## config.mk

```make
export PLATFORM = sky130hd
export DESIGN_NAME = pad_dimmer
export DESIGN_NICKNAME = d
export VERILOG_FILES = /design/src/rtl/pad_pkg.sv /design/src/rtl/pad_channel.sv /design/src/rtl/pad_dimmer.sv
export SDC_FILE = /design/constraint.sdc
export NUM_CORES = 1
export LEC_CHECK = 0
export ABC_CLOCK_PERIOD_IN_PS = 3450
export BUFFER_PORTS_ARGS = -buffer_cell sky130_fd_sc_hd__buf_2
export CORE_MARGIN = 1
export CORE_UTILIZATION = 30
export DETAILED_ROUTE_END_ITERATION = 16
export HOLD_SLACK_MARGIN = 0.12
export SLEW_MARGIN = 20
export SYNTH_ARGS = -nofsm -noshare
export SYNTH_HDL_FRONTEND = slang
export SYNTH_HIERARCHICAL = 1
export SYNTH_SLANG_ARGS = --single-unit
```

## constraint.sdc

```tcl
create_clock -name clk_sys_i -period 3.45 [get_ports clk_sys_i]
set_clock_uncertainty 0.2 [all_clocks]
set_input_delay 0.345 -clock clk_sys_i [delete_from_list [all_inputs] [get_ports clk_sys_i]]
set_output_delay 0.345 -clock clk_sys_i [all_outputs]
set_load 0.02 [all_outputs]
```

## src/rtl/pad_pkg.sv

```systemverilog
// Package: register map, reset values and timing constants of the lamp dimmer
package pad_pkg;
    localparam int unsigned CLK_HZ = 20_000_000;
    localparam logic [15:0] ADDR_DET_TYPE = 16'hFEA0;
    localparam logic [15:0] ADDR_SW_STATE = 16'hFEA1;
    localparam logic [15:0] ADDR_LAMP_EN = 16'hFEA2;
    localparam logic [15:0] ADDR_REF3 = 16'hFEA3;
    localparam logic [15:0] ADDR_REF2 = 16'hFEA4;
    localparam logic [15:0] ADDR_REF1 = 16'hFEA5;
    localparam logic [15:0] ADDR_REF0 = 16'hFEA6;
    localparam logic [15:0] ADDR_POLARITY = 16'hFEA7;
    localparam logic [7:0] RST_DET_TYPE = 8'h00;
    localparam logic [7:0] RST_SW_STATE = 8'h00;
    localparam logic [7:0] RST_LAMP_EN = 8'h00;
    localparam logic [7:0] RST_REF = 8'h00;
    localparam logic [7:0] RST_POLARITY = 8'hFF;
    localparam int unsigned DET_TYPE_BIT = 0;
    localparam int unsigned POL_FIRE_LSB = 0;
    localparam int unsigned POL_SW_LSB = 4;
    localparam logic [7:0] REF_CONTINUOUS_BELOW = 8'd15;
    localparam logic [7:0] REF_NEVER_ABOVE = 8'd90;
    localparam int unsigned STEP_US = 100;
    localparam int unsigned STEP_CYCLES = CLK_HZ / 1_000_000 * STEP_US;
    localparam int unsigned PULSE_US = 200;
    localparam int unsigned PULSE_CYCLES = CLK_HZ / 1_000_000 * PULSE_US;
    localparam int unsigned SW_PULSE_MS = 2;
    localparam int unsigned SW_HOLD_CYCLES = CLK_HZ / 1000 * SW_PULSE_MS * 6;
endpackage : pad_pkg

```

## src/rtl/pad_channel.sv

```systemverilog
// One triac firing channel: delay counter and pulse timer
`timescale 1ns/10ps
`default_nettype none
module pad_channel (
    input wire logic clk_sys_i, // System clock
    input wire logic arst_n_i, // Async reset, active low
    input wire logic step_i, // 100 us tick
    input wire logic zc_i, // Zero crossing pulse
    input wire logic enable_i, // Lamp enable
    input wire logic [7:0] ref_i, // Phase reference
    input wire logic pol_i, // Firing polarity, 1 = active low
    output logic triac_o // Triac pin
);
    import pad_pkg::*;
    logic [7:0] step_cnt_reg;
    logic [12:0] pulse_cnt_reg;
    logic armed_reg;
    logic fire_reg;
    logic continuous;
    assign continuous = ref_i < REF_CONTINUOUS_BELOW;

    // Step counter restarts at each crossing
    always_ff @(posedge clk_sys_i or negedge arst_n_i) begin
        if (!arst_n_i) begin
            step_cnt_reg <= 8'h00;
        end else if (zc_i) begin
            step_cnt_reg <= 8'h00;
        end else if (step_i && step_cnt_reg != 8'hFF) begin
            step_cnt_reg <= step_cnt_reg + 8'h01;
        end
    end

    // One shot per half cycle; re-armed only by a crossing
    always_ff @(posedge clk_sys_i or negedge arst_n_i) begin
        if (!arst_n_i) begin
            armed_reg <= 1'b0;
            pulse_cnt_reg <= 13'h0000;
            fire_reg <= 1'b0;
        end else if (zc_i) begin
            armed_reg <= 1'b1;
            pulse_cnt_reg <= 13'h0000;
            fire_reg <= 1'b0;
        end else if (armed_reg && step_cnt_reg == ref_i) begin
            armed_reg <= 1'b0;
            if (ref_i <= REF_NEVER_ABOVE) begin
                fire_reg <= 1'b1;
                pulse_cnt_reg <= 13'(PULSE_CYCLES - 1);
            end
        end else if (fire_reg) begin
            if (pulse_cnt_reg == 13'h0000) begin
                fire_reg <= 1'b0;
            end else begin
                pulse_cnt_reg <= pulse_cnt_reg - 13'h0001;
            end
        end
    end

    // Output level with polarity; continuous firing overrides pulse
    always_ff @(posedge clk_sys_i or negedge arst_n_i) begin
        if (!arst_n_i) begin
            triac_o <= 1'b1;
        end else begin
            triac_o <= pol_i ^ (enable_i && (continuous || fire_reg));
        end
    end
endmodule : pad_channel
`default_nettype wire

```

## src/rtl/pad_dimmer.sv

```systemverilog
// Phase-angle lamp dimmer with byte register file on external data bus
`timescale 1ns/10ps
`default_nettype none
module pad_dimmer (
    input wire logic clk_sys_i, // System clock, 20 MHz
    input wire logic arst_n_i, // Async reset, active low
    input wire logic [15:0] xaddr_i, // External data address
    input wire logic [7:0] xwdata_i, // Write data
    input wire logic xwr_i, // Write strobe, one cycle
    input wire logic xrd_i, // Read strobe, one cycle
    output logic [7:0] xrdata_o, // Read data, registered
    output logic xsel_o, // Address hit on last read
    input wire logic zero_cross_input_i, // Zero-cross detector pin
    input wire logic [3:0] switch_input_i, // Switch pins, high while on
    output logic [3:0] triac_o, // Triac firing pins
    output logic detector_type_bit_o // Detector type for analogue front end
);
    import pad_pkg::*;

    logic [7:0] det_type_reg;
    logic [7:0] lamp_en_reg;
    logic [7:0] ref_reg [4];
    logic [7:0] pol_reg;
    logic [7:0] sw_state_reg;
    logic [1:0] zc_sync_reg;
    logic [3:0] sw_sync0_reg;
    logic [3:0] sw_sync1_reg;
    logic zc_prev_reg;
    logic zc_pulse;
    logic [10:0] step_cnt_reg;
    logic step_tick;
    logic [3:0] sw_on;
    logic [3:0] triac_w;

    // Two flops before any logic looks at the pins
    always_ff @(posedge clk_sys_i or negedge arst_n_i) begin
        if (!arst_n_i) begin
            zc_sync_reg <= 2'h0;
            sw_sync0_reg <= 4'h0;
            sw_sync1_reg <= 4'h0;
        end else begin
            zc_sync_reg <= {zc_sync_reg[0], zero_cross_input_i};
            sw_sync0_reg <= switch_input_i;
            sw_sync1_reg <= sw_sync0_reg;
        end
    end

    // Either edge of the detector marks a crossing
    always_ff @(posedge clk_sys_i or negedge arst_n_i) begin
        if (!arst_n_i) begin
            zc_prev_reg <= 1'b0;
        end else begin
            zc_prev_reg <= zc_sync_reg[1];
        end
    end
    assign zc_pulse = zc_sync_reg[1] ^ zc_prev_reg;

    // 100 us time base, phase-locked to the crossing
    always_ff @(posedge clk_sys_i or negedge arst_n_i) begin
        if (!arst_n_i) begin
            step_cnt_reg <= 11'h000;
        end else if (zc_pulse || step_cnt_reg == 11'(STEP_CYCLES - 1)) begin
            step_cnt_reg <= 11'h000;
        end else begin
            step_cnt_reg <= step_cnt_reg + 11'h001;
        end
    end
    assign step_tick = step_cnt_reg == 11'(STEP_CYCLES - 1);

    // Switch stretcher: a short opto pulse holds "on" across the half-cycle gaps
    genvar gi;
    generate
        for (gi = 0; gi < 4; gi++) begin : g_sw
            logic [17:0] hold_reg;
            always_ff @(posedge clk_sys_i or negedge arst_n_i) begin
                if (!arst_n_i) begin
                    hold_reg <= 18'h00000;
                end else if (sw_sync1_reg[gi]) begin
                    hold_reg <= 18'(SW_HOLD_CYCLES);
                end else if (hold_reg != 18'h00000) begin
                    hold_reg <= hold_reg - 18'h00001;
                end
            end
            assign sw_on[gi] = sw_sync1_reg[gi] || hold_reg != 18'h00000;
        end
    endgenerate

    // Reported state with per-channel polarity
    always_ff @(posedge clk_sys_i or negedge arst_n_i) begin
        if (!arst_n_i) begin
            sw_state_reg <= RST_SW_STATE;
        end else begin
            sw_state_reg <= {4'h0, ~(sw_on ^ pol_reg[POL_SW_LSB +: 4])};
        end
    end

    // Register writes; switch state has no write path
    always_ff @(posedge clk_sys_i or negedge arst_n_i) begin
        if (!arst_n_i) begin
            det_type_reg <= RST_DET_TYPE;
            lamp_en_reg <= RST_LAMP_EN;
            ref_reg[0] <= RST_REF;
            ref_reg[1] <= RST_REF;
            ref_reg[2] <= RST_REF;
            ref_reg[3] <= RST_REF;
            pol_reg <= RST_POLARITY;
        end else if (xwr_i) begin
            if (xaddr_i == ADDR_DET_TYPE) begin
                det_type_reg <= {7'h00, xwdata_i[DET_TYPE_BIT]};
            end else if (xaddr_i == ADDR_LAMP_EN) begin
                lamp_en_reg <= xwdata_i;
            end else if (xaddr_i == ADDR_REF3) begin
                ref_reg[3] <= xwdata_i;
            end else if (xaddr_i == ADDR_REF2) begin
                ref_reg[2] <= xwdata_i;
            end else if (xaddr_i == ADDR_REF1) begin
                ref_reg[1] <= xwdata_i;
            end else if (xaddr_i == ADDR_REF0) begin
                ref_reg[0] <= xwdata_i;
            end else if (xaddr_i == ADDR_POLARITY) begin
                pol_reg <= xwdata_i;
            end
        end
    end

    // Registered read; unmapped reads return 00 with select low
    always_ff @(posedge clk_sys_i or negedge arst_n_i) begin
        if (!arst_n_i) begin
            xrdata_o <= 8'h00;
            xsel_o <= 1'b0;
        end else if (xrd_i) begin
            xsel_o <= 1'b1;
            if (xaddr_i == ADDR_DET_TYPE) begin
                xrdata_o <= det_type_reg;
            end else if (xaddr_i == ADDR_SW_STATE) begin
                xrdata_o <= sw_state_reg;
            end else if (xaddr_i == ADDR_LAMP_EN) begin
                xrdata_o <= lamp_en_reg;
            end else if (xaddr_i == ADDR_REF3) begin
                xrdata_o <= ref_reg[3];
            end else if (xaddr_i == ADDR_REF2) begin
                xrdata_o <= ref_reg[2];
            end else if (xaddr_i == ADDR_REF1) begin
                xrdata_o <= ref_reg[1];
            end else if (xaddr_i == ADDR_REF0) begin
                xrdata_o <= ref_reg[0];
            end else if (xaddr_i == ADDR_POLARITY) begin
                xrdata_o <= pol_reg;
            end else begin
                xrdata_o <= 8'h00;
                xsel_o <= 1'b0;
            end
        end else begin
            xsel_o <= 1'b0;
        end
    end

    // One channel per triac; reference n drives output n
    generate
        for (gi = 0; gi < 4; gi++) begin : g_ch
            pad_channel u_ch (
                .clk_sys_i(clk_sys_i),
                .arst_n_i(arst_n_i),
                .step_i(step_tick),
                .zc_i(zc_pulse),
                .enable_i(lamp_en_reg[gi]),
                .ref_i(ref_reg[gi]),
                .pol_i(pol_reg[POL_FIRE_LSB + gi]),
                .triac_o(triac_w[gi])
            );
        end
    endgenerate
    assign triac_o = triac_w;

    always_ff @(posedge clk_sys_i or negedge arst_n_i) begin
        if (!arst_n_i) begin
            detector_type_bit_o <= 1'b0;
        end else begin
            detector_type_bit_o <= det_type_reg[DET_TYPE_BIT];
        end
    end
endmodule : pad_dimmer
`default_nettype wire

```

* Yosys cells after proc, flatten, opt, wreduce, memory -nomap -nowiden *
Index checks and enable logic that the tools add are counted.

word-level totals
  register bits = 253
  bits of input ports = 33
  output and inout bits = 14
  logic and storage cells = 237

cells by class
  $add $sub $neg = 13
  magnitude comparators = 8
  equal/unequal tests = 25
  mux-type cells = 82
  bitwise operators = 13
  reduce and logical (&&, ||, !) cells = 56

operators by type and width
  kind                                                             count
  two-way mux 13 bit                                               20
  two-way mux 18 bit                                               8
  equality test 16 bit (second input constant)                     8
  two-way mux 8 bit                                                16
  nonzero test 18 bit                                              4
  subtractor 18 x 1 -> 18 bit (second input constant)              4
  zero test 13 bit                                                 4
  subtractor 13 x 1 -> 13 bit (second input constant)              4
  two-way mux 1 bit                                                37
  adder 8 x 1 -> 8 bit (second input constant)                     4
  equality test 8 bit                                              4
  less-or-equal comparator 8 x 7 -> 1 bit (second input constant)  4
  < comparator 8 x 4 -> 1 bit (second input constant)              4
  inequality test 8 bit (second input constant)                    4
  nonzero test 2 bit                                               12
  AND reduction 3 bit                                              5
  logical AND 1 bit                                                12
  inequality test 3 x 2 -> 1 bit (second input constant)           4
  inequality test 3 bit (second input constant)                    4
  nonzero test 3 bit                                               4
  adder 11 x 1 -> 11 bit (second input constant)                   1
  equality test 11 bit (second input constant)                     1
  two-way mux 11 bit                                               1
  logical OR 1 bit                                                 9
  10 further kinds                                                 19

* Longest topological paths before layout *
Gate-level depths: netlist of run 1.

  depth in word-level cells = 10
  gate-level depth with buffers = 9
  gate-level depth less buffers = 9

* By module *
Netlist of run 1, hierarchy kept.

by module, submodules not included
  module       instances  cells an instance  area each (um^2)  seq. area each (um^2)
  pad_dimmer   1          695                7529.7            3938.8
  pad_channel  4          166                1475.2            601.8

* Worst setup path before layout of run 1 *
Ideal clock, no wire load.

  path type = register -> register
  start = register g_sw[3].hold_reg[6]
  end = register g_sw[3].hold_reg[16]
  setup time = 0.138 ns
  data arrival time = 2.130 ns
  required time = 3.112 ns
  path slack = 0.982 ns
  stages on the path, launching flop included = 8
  path buffers = 2
  period minus slack after synthesis = 2.468 ns
  cells stage by stage = dfrtp_1 > or4_1 > buf_2 > or4_4 > buf_6 > nand2b_4 > o31ai_1 > o311ai_1

between the ends
  word-level cells in the longest chain between the ends = 3
  elaborated cells between the ends (all ways) = 5
  classes of those cells = 1 x add/sub; 2 x mux; 2 x reduce/logical

RTL lines
  item                         line              text
  start, declared              pad_dimmer.sv:74  logic [17:0] hold_reg;
  start signal, assigned       pad_dimmer.sv:79  hold_reg <= 18'(SW_HOLD_CYCLES);
  start signal, assigned       pad_dimmer.sv:81  hold_reg <= hold_reg - 18'h00001;
  subtractor 18 x 1 -> 18 bit  pad_dimmer.sv:81
  two-way mux 18 bit           pad_dimmer.sv:80  end else if (hold_reg != 18'h00000) begin
  two-way mux 18 bit           pad_dimmer.sv:78  end else if (sw_sync1_reg[gi]) begin

Parallel ways exist; a longest one is shown, timed or not. The select of a mux whose other input is x is not followed.
A chain may end at the register's enable or synchronous reset.

* Worst setup path in the final report of run 1 *
  start = register g_ch[2].u_ch.pulse_cnt_reg[0]
  end = register g_ch[2].u_ch.pulse_cnt_reg[6]

between the ends
  word-level cells in the longest chain between the ends = 5
  elaborated cells between the ends (all ways) = 8
  classes of those cells = 1 x add/sub; 1 x eq/ne; 4 x mux; 2 x reduce/logical

RTL lines
  item                         line               text
  start, declared              pad_channel.sv:16  logic [12:0] pulse_cnt_reg;
  start signal, assigned       pad_channel.sv:47  pulse_cnt_reg <= 13'(PULSE_CYCLES - 1);
  start signal, assigned       pad_channel.sv:53  pulse_cnt_reg <= pulse_cnt_reg - 13'h0001;
  subtractor 13 x 1 -> 13 bit  pad_channel.sv:53
  two-way mux 13 bit           pad_channel.sv:50  if (pulse_cnt_reg == 13'h0000) begin
  two-way mux 13 bit           pad_channel.sv:49  end else if (fire_reg) begin
  two-way mux 13 bit           pad_channel.sv:43  end else if (armed_reg && step_cnt_reg == ref_i) begin
  two-way mux 13 bit           pad_channel.sv:39  end else if (zc_i) begin

Parallel ways exist; a longest one is shown, timed or not. The select of a mux whose other input is x is not followed.

==> results of run 1 <==
-- critical path, delay by kind of cell, from the launching register on --
| family | cells | cell delay (ps) |
|---|---|---|
| AO/OA/AOI/OAI | 1 | 340 |
| adder cells (fa/ha/maj) | 1 | 180 |
| buffers and inverters | 2 | 360 |
| flip-flops | 1 | 380 |
| AND/OR/NAND/NOR | 4 | 1170 |
-- path summary, 6_finish.rpt --
kind | from | end | cells after the start
max | g_ch[2].u_ch/pulse_cnt_reg[0]$_DFFE_PN0P_ | g_ch[2].u_ch/pulse_cnt_reg[6]$_DFFE_PN0P_ | 8
min | zc_sync_reg[0]$_DFF_PN0_ | zc_sync_reg[1]$_DFF_PN0_ | 0
max reg2reg | g_ch[2].u_ch/pulse_cnt_reg[0]$_DFFE_PN0P_ | g_ch[2].u_ch/pulse_cnt_reg[6]$_DFFE_PN0P_ | 8
min reg2reg | zc_sync_reg[0]$_DFF_PN0_ | zc_sync_reg[1]$_DFF_PN0_ | 0
max in group asynchronous | arst_n_i | g_ch[3].u_ch/triac_o$_DFF_PN1_ | 3
min in group asynchronous | arst_n_i | sw_sync1_reg[3]$_DFF_PN0_ | 2
-- timing repair --
action / CTS / global route
hold endpoints to repair: 156 / 0
hold buffers: 16 / 0
gates resized for setup: 0 / 0
endpoints found under the setup margin: 0 / 0
-- cell families after synthesis --
| family | after synthesis |
|---|---|
| simple gates | 547 |
| xor+xnor | 128 |
| flops | 253 |
| fa+ha+maj | 21 |
| mux | 71 |
| compound gates | 228 |
| buf+inv | 111 |
-- synth_stat cells, drive strengths merged (6+ instances only) --
| library cell | number | share of area [%] |
|---|---|---|
| or3 | 18 | 0.99 |
| nor2 | 143 | 4.0 |
| buf | 16 | 0.60 |
| nor3b | 9 | 0.54 |
| nand2 | 55 | 1.5 |
| xor2 | 88 | 5.7 |
| o22ai | 6 | 0.28 |
| nor4b | 9 | 0.59 |
| or2 | 6 | 0.28 |
| inv | 57 | 1.6 |
| ha | 21 | 2.0 |
| dfstp | 12 | 2.3 |
| xnor2 | 40 | 2.6 |
| nand2b | 8 | 0.43 |
| a211oi | 21 | 1.2 |
| o21ai | 74 | 2.8 |
| mux2 | 55 | 4.6 |
| clkbuf | 38 | 1.1 |
| or4 | 28 | 1.7 |
| dfrtp | 241 | 45 |
| nand4 | 26 | 1.2 |
| nor3 | 78 | 2.9 |
| nor4 | 32 | 1.5 |
| mux2i | 12 | 0.89 |
| o211ai | 10 | 0.56 |
| nand3 | 44 | 1.6 |
| a22oi | 6 | 0.34 |
| a21oi | 51 | 1.9 |
| and3 | 30 | 1.4 |
| o31ai | 9 | 0.50 |
| nand4b | 8 | 0.52 |
| a221oi | 14 | 0.91 |
| nor2b | 30 | 1.4 |
-- power by group --
part | internal [mW] | leakage (nW) | switching, mW
Sequential | 3.16 | 3.21 | 0.220
Combinational | 0.397 | 2.91 | 0.605
Clock | 2.26 | 0.551 | 1.26
Total | 5.82 | 6.66 | 2.08
-- area by class of cell --
type / count / area [sq um]
Sequential cell: 253 / 6346
Fill cell: 4431 / 28580
Multi-Input combinational cell: 995 / 6665
Clock inverter: 14 / 252.7
Inverter: 57 / 214.0
Antenna cell: 2 / 5.005
Timing Repair Buffer: 77 / 550.5
Tap cell: 592 / 740.7
Clock buffer: 41 / 863.3
-- metal layers --
metal | vias up | track usage [%] | share of wire [%]
li1 | 5046 | - | -
met1 | 5173 | 20.08 | 48
met2 | 216 | 22.42 | 45
met3 | 48 | 2.124 | 5.0
met4 | 0 | 3.793 | 2.1
met5 | - | 0 | 0
-- layout by cell type, fill, tap and decap left out, types with 7 or more instances in the layout --
master	instances
nor3b_1	8
mux2_2	55
nor4_1	31
a211oi_1	21
xnor2_1	40
nor4b_1	9
nor2b_1	30
ha_1	21
nor2_1	143
o211ai_1	10
o31ai_1	9
and3_1	30
o21ai_0	74
or4_1	23
nand4_1	26
inv_1	57
nand2b_1	7
clkbuf_16	31
mux2i_1	12
a21oi_1	51
xor2_1	87
dfstp_2	12
nand4b_1	8
nor3_1	77
a221oi_1	14
bufinv_16	7
or3_1	14
nand3_1	44
nand2_1	55
buf_2	45
dfrtp_1	241
buf_4	12
dlygate4sd3_1	16
==> impl_metrics.py, run 1 <==
metrics = {
    "floorplanning": {
        "fp-row-count": 77,
        "initial_core_util_pct": 30.37,
        "die_w_microns": 213.6,
        "pin_count": 47,
        "die_h_microns": 213.6,
        "dieArea_sq_um": 45620,
        "core-area_sq_um": 44220,
    },
    "timing": {
        "fmax_ghz": 0.3649,
        "timing.hold.ws_ps": 149.0,
        "hold_violations": 0,
        "rsz0062_at_grt": "no",
        "drv_slew": 0,
        "period_share_pct": 79.44,
        "tns_ps": 0,
        "setup_viol": 0,
        "slew_headroom_pct": 48.66,
        "worst_pin_slew_ps": 770.1,
        "setup_slack_ps": 709.2,
        "finalCriticalPeriod_ps": 2741,
    },
    "finish": {
        "final_nets": 1468,
        "final_util_pct": 35.36,
        "stdcell_count": 2031,
        "syn_to_final_growth_pct": 16.43,
        "drive_gt1_share_pct": 15.10,
        "final_cell_area_sq_um": 15640,
        "largest_reg_flops": 72,
    },
    "critical_path": {
        "setup.worst_path.end_class": "flip-flop",
        "path_cells": "inv_1 -> ha_1 -> or4b_2 -> nor4_1 -> buf_4 -> or3_1 -> nor4_1 -> a311o_1",
        "critical_path_class": "reg2reg",
        "reg2reg_setup_slack_ps": 710,
        "crit_top_cell": "nor4_1",
        "critPathLaunchType": "flip-flop",
        "crit_path_max_incr_delay_ps": 610,
        "cp.arrival_ps": 2970,
        "crit_required_ps": 3680,
        "cp_max_fo": 9,
        "cp_slowest_cell": "or4b_2",
    },
    "clock_network": {
        "clk-insertion-delay-late_ps": 550,
        "numCtsBuffers": 30,
        "clockRootBuffer": "clkbuf_16",
        "post_cts_buffers": 0,
        "cts_tree": "built",
        "clkTransAtPathRegs_ps": 60,
        "cts.sinks": 253,
        "htreeDepth": 1,
        "cts_buffer_depth": 3,
    },
    "power": {
        "power_density_nw_per_um2": 505.3,
        "total_power_mw": 7.902,
        "irDropWorstVdd_mv": 0.4407,
        "leakage_nw": 6.665,
    },
    "grt": {
        "grt-ovfl-total": 0,
        "grt_antenna_before_repair": 3,
        "grt_max_degree": 99,
        "grt_pass1_wl_microns": 53320,
        "grt_use_total_pct": 14.16,
        "grt_pass1_vias": 10356,
    },
    "yosys": {
        "synthArstFlopShare_pct": 100.0,
        "ys_ff_latch": 253,
        "synthCells": 1359,
        "synth_warnings": 6,
        "synth-simple-area-share_pct": 22.19,
        "synth.avg_cell_area_sq_um": 9.883,
        "ys_seq_area_share_pct": 47.25,
        "synth_top_family_by_area": "simple AND/OR/NAND/NOR gates",
        "synthesis.nets": 1413,
        "synth-edff-count": 0,
        "synthMuxAreaShare_pct": 6.177,
        "synth-xor-area-share_pct": 8.347,
        "synthAdderAreaFrac_pct": 1.956,
        "synth_cell_types": 69,
        "synth_area_sq_um": 13430,
        "synth_compound_area_share_pct": 10.82,
        "yosys_most_used_dff": "dfrtp_1",
    },
    "placed_design": {
        "post-place-cells": 1958,
        "dp_hpwl_microns": 21530,
        "gp_congestion": 0.8335,
        "post_dp_cell_area_sq_um": 14360,
        "io_buffers": 46,
        "pre_cts_ws_ps": 718.1,
    },
    "detailed_routing": {
        "wl_microns": 31380,
        "avgViaCountPerCell": 5.161,
        "first_pass_iters": 5,
        "vias": 10483,
        "detail_route.wl_per_cell_microns": 15.45,
        "drt_first_iter_violations": 543,
        "ant_nets": 0,
        "route.detailed.drc": 0,
    },
    "run_status": {
        "status": "complete, no violations",
    },
    "job": {
        "max-cap-violations": 0,
    },
    "hold_path": {
        "hp-class": "reg2reg",
    },
}
No activity file was read; power rests on OpenSTA's default activity.
==> run 2: changes to the inputs <==
Settings changed: ABC_AREA set to 1, ABC_CLOCK_PERIOD_IN_PS 3450 to 2700.
Clock period 3.45 ns to 2.7 ns, I/O delays scaled along.
==> run 2 against run 1 <==
Against the previous run: setup slack got worse by 520 ps; first-iteration DRC count increased by 61%; non-clock buffer count increased by 10; die area increased by 15%; combinational power increased by 85%; synthesized cell count increased by 54%; critical path depth increased by 2; sequential cell count unchanged; sequential power increased by 28%; sequential share of layout area decreased by 5.0 points; synthesized area increased by 15%; clock-buffer cell count decreased by 5.
==> impl_metrics.py, run 2 <==
metrics = {
    "run_status": {
        "status": "complete, no violations",
    },
    "yosys": {
        "synth_warnings": 6,
        "synth-simple-area-share_pct": 35.74,
        "synth.avg_cell_area_sq_um": 7.367,
        "ys_ff_latch": 253,
        "yosys.area.top_type": "dfrtp_1",
        "synthTopCellsByArea": "dfrtp_1 39%, nand2_1 13%, inv_1 6.6%, nor2_1 6.2%, nand3_1 5.0%",
        "yosys_most_used_dff": "dfrtp_1",
        "synthArstFlopShare_pct": 100.0,
        "synth_common_cells": "525 x nand2_1, 270 x inv_1, 253 x nor2_1, 241 x dfrtp_1, 154 x nand3_1",
        "synth_top_family_by_area": "simple AND/OR/NAND/NOR gates",
        "synth_compound_area_share_pct": 9.129,
        "ys_seq_area_share_pct": 41.20,
        "yosysMostFrequentCell": "nand2_1",
        "synthesis.nets": 2145,
        "synth_cell_types": 51,
        "synth-xor-area-share_pct": 3.127,
        "synthMuxAreaShare_pct": 0,
        "yosysTopAreaCellShare_pct": 39.15,
        "synthCells": 2091,
        "synthAdderAreaFrac_pct": 1.706,
        "synth-edff-count": 0,
        "synth_area_sq_um": 15400,
    },
    "floorplanning": {
        "initial_core_util_pct": 30.58,
        "pin_count": 47,
        "die_w_microns": 228.6,
        "fp-row-count": 82,
        "die_h_microns": 228.6,
        "core-area_sq_um": 50380,
        "dieArea_sq_um": 52260,
    },
    "clock_network": {
        "cts.sinks": 253,
        "cts_buffer_depth": 3,
        "clockRootBuffer": "clkbuf_16",
        "clk-insertion-delay-late_ps": 570,
        "numCtsBuffers": 31,
        "cts_tree": "built",
        "htreeDepth": 1,
        "clkTransAtPathRegs_ps": 60,
    },
    "critical_path": {
        "cp_max_fo": 4,
        "cp.arrival_ps": 2760,
        "crit_required_ps": 2950,
        "critical_path_class": "in2reg",
        "setup.worst_path.end_class": "flip-flop",
        "critPathLaunchType": "primary input",
    },
    "timing": {
        "fmax_ghz": 0.3986,
        "worst_pin_slew_ps": 510.0,
        "hold_violations": 0,
        "finalCriticalPeriod_ps": 2509,
        "slew_headroom_pct": 65.68,
        "period_share_pct": 92.93,
        "timing.hold.ws_ps": 146.8,
        "rsz0062_at_grt": "no",
        "setup_slack_ps": 191.0,
        "drv_slew": 0,
        "tns_ps": 0,
        "setup_viol": 0,
    },
    "grt": {
        "grt_antenna_before_repair": 1,
        "grt-ovfl-total": 0,
        "grt_max_degree": 77,
        "grt_pass1_vias": 12968,
        "grt_use_total_pct": 14.38,
        "grt_pass1_wl_microns": 63340,
    },
    "placed_design": {
        "post_dp_cell_area_sq_um": 16350,
        "pre_cts_ws_ps": 479.8,
        "gp_congestion": 0.8814,
        "io_buffers": 46,
        "dp_hpwl_microns": 27550,
        "post-place-cells": 2787,
    },
    "hold_path": {
        "hp-class": "reg2reg",
    },
    "detailed_routing": {
        "route.detailed.drc": 0,
        "vias": 13359,
        "ant_nets": 0,
        "avgViaCountPerCell": 4.645,
        "drt_first_iter_violations": 873,
        "detail_route.wl_per_cell_microns": 13.00,
        "first_pass_iters": 5,
        "wl_microns": 37400,
    },
    "finish": {
        "final_cell_area_sq_um": 17810,
        "final_util_pct": 35.36,
        "drive_gt1_share_pct": 14.43,
        "final.fill_count": 5203,
        "final_nets": 2232,
        "stdcell_count": 2876,
        "final_cell_mix": "525 x nand2_1, 270 x inv_1, 252 x nor2_1, 241 x dfrtp_1, 154 x nand3_1",
        "syn_to_final_growth_pct": 15.62,
        "largest_reg_flops": 72,
        "layout_commonest_cell": "nand2_1",
    },
    "power": {
        "power_density_nw_per_um2": 602.8,
        "total_power_mw": 10.74,
        "leakage_nw": 8.792,
        "irDropWorstVdd_mv": 0.4881,
    },
    "job": {
        "max-cap-violations": 0,
    },
}
run 2: timing repair:
item,CTS,global route
hold buffers,30,0
buffers inserted,0,0
setup endpoints to repair,0,1
resized for setup,0,2
endpoints found under the hold margin,306,0
run 2: layout make-up:
cell class	count	area (sq um)	area share, %
diodes	1	2.502	0.01405
clock buffers	36	814.5	4.573
clock inverters	22	314.1	1.763
inverters	301	1132	6.358
multi-input cells	1504	7682	43.13
flip-flops and latches	253	6346	35.63
well taps	672	840.8	4.721
repair buffers	87	678.2	3.808
run 2: kinds of logic after synthesis:
kind of cell               after synthesis
and+or+nand+nor                       1176
buffers and inverters                  334
DFF                                    253
AOI/OAI and AO/OA                      252
xor gates and xnor gates                55
adders and majority gates               21
run 2: final timing paths:
kind                       slack [ps]                                         to  depth (start not counted)                 startpoint
hold reg to reg                   150                  sw_sync1_reg[1]$_DFF_PN0_                          0  sw_sync0_reg[1]$_DFF_PN0_
min in group asynchronous         650             g_ch[2].u_ch/triac_o$_DFF_PN1_                          3                   arst_n_i
setup reg to reg                  460  g_ch[2].u_ch/pulse_cnt_reg[9]$_DFFE_PN0P_                          7      zc_prev_reg$_DFF_PN0_
hold / removal                    150                  sw_sync1_reg[1]$_DFF_PN0_                          0  sw_sync0_reg[1]$_DFF_PN0_
setup / recovery                  190                det_type_reg[0]$_DFFE_PN0P_                         10                 xaddr_i[0]
max in group asynchronous        1210                     pol_reg[7]$_DFFE_PN1P_                          4                   arst_n_i
run 2: worst max-delay path, cell delays in order:
cell and delay [ps]:
dlygate4sd3_1 530, buf_2 180, nor2_2 150, nand4_2 170, inv_1 140, nand2_1 60
dlygate4sd3_1 570, nand2_1 60, o21ai_0 70, dlygate4sd3_1 570
run 2: layer usage:
metal / vias to the layer above / part of all wire, % / global-route usage [%]
met5: - / 0 / 0
met4: 0 / 3.4 / 4.950
met3: 67 / 3.8 / 2.171
met2: 205 / 48 / 24.87
met1: 6223 / 45 / 18.16
li1: 6864 / - / -
run 2: where the power goes:
part | internal [mW] | switching, mW | total (mW) | leakage, nW
registers | 4.06 | 0.274 | 4.34 | 3.21
logic | 0.649 | 1.20 | 1.85 | 5.03
clock network | 2.84 | 1.71 | 4.55 | 0.556
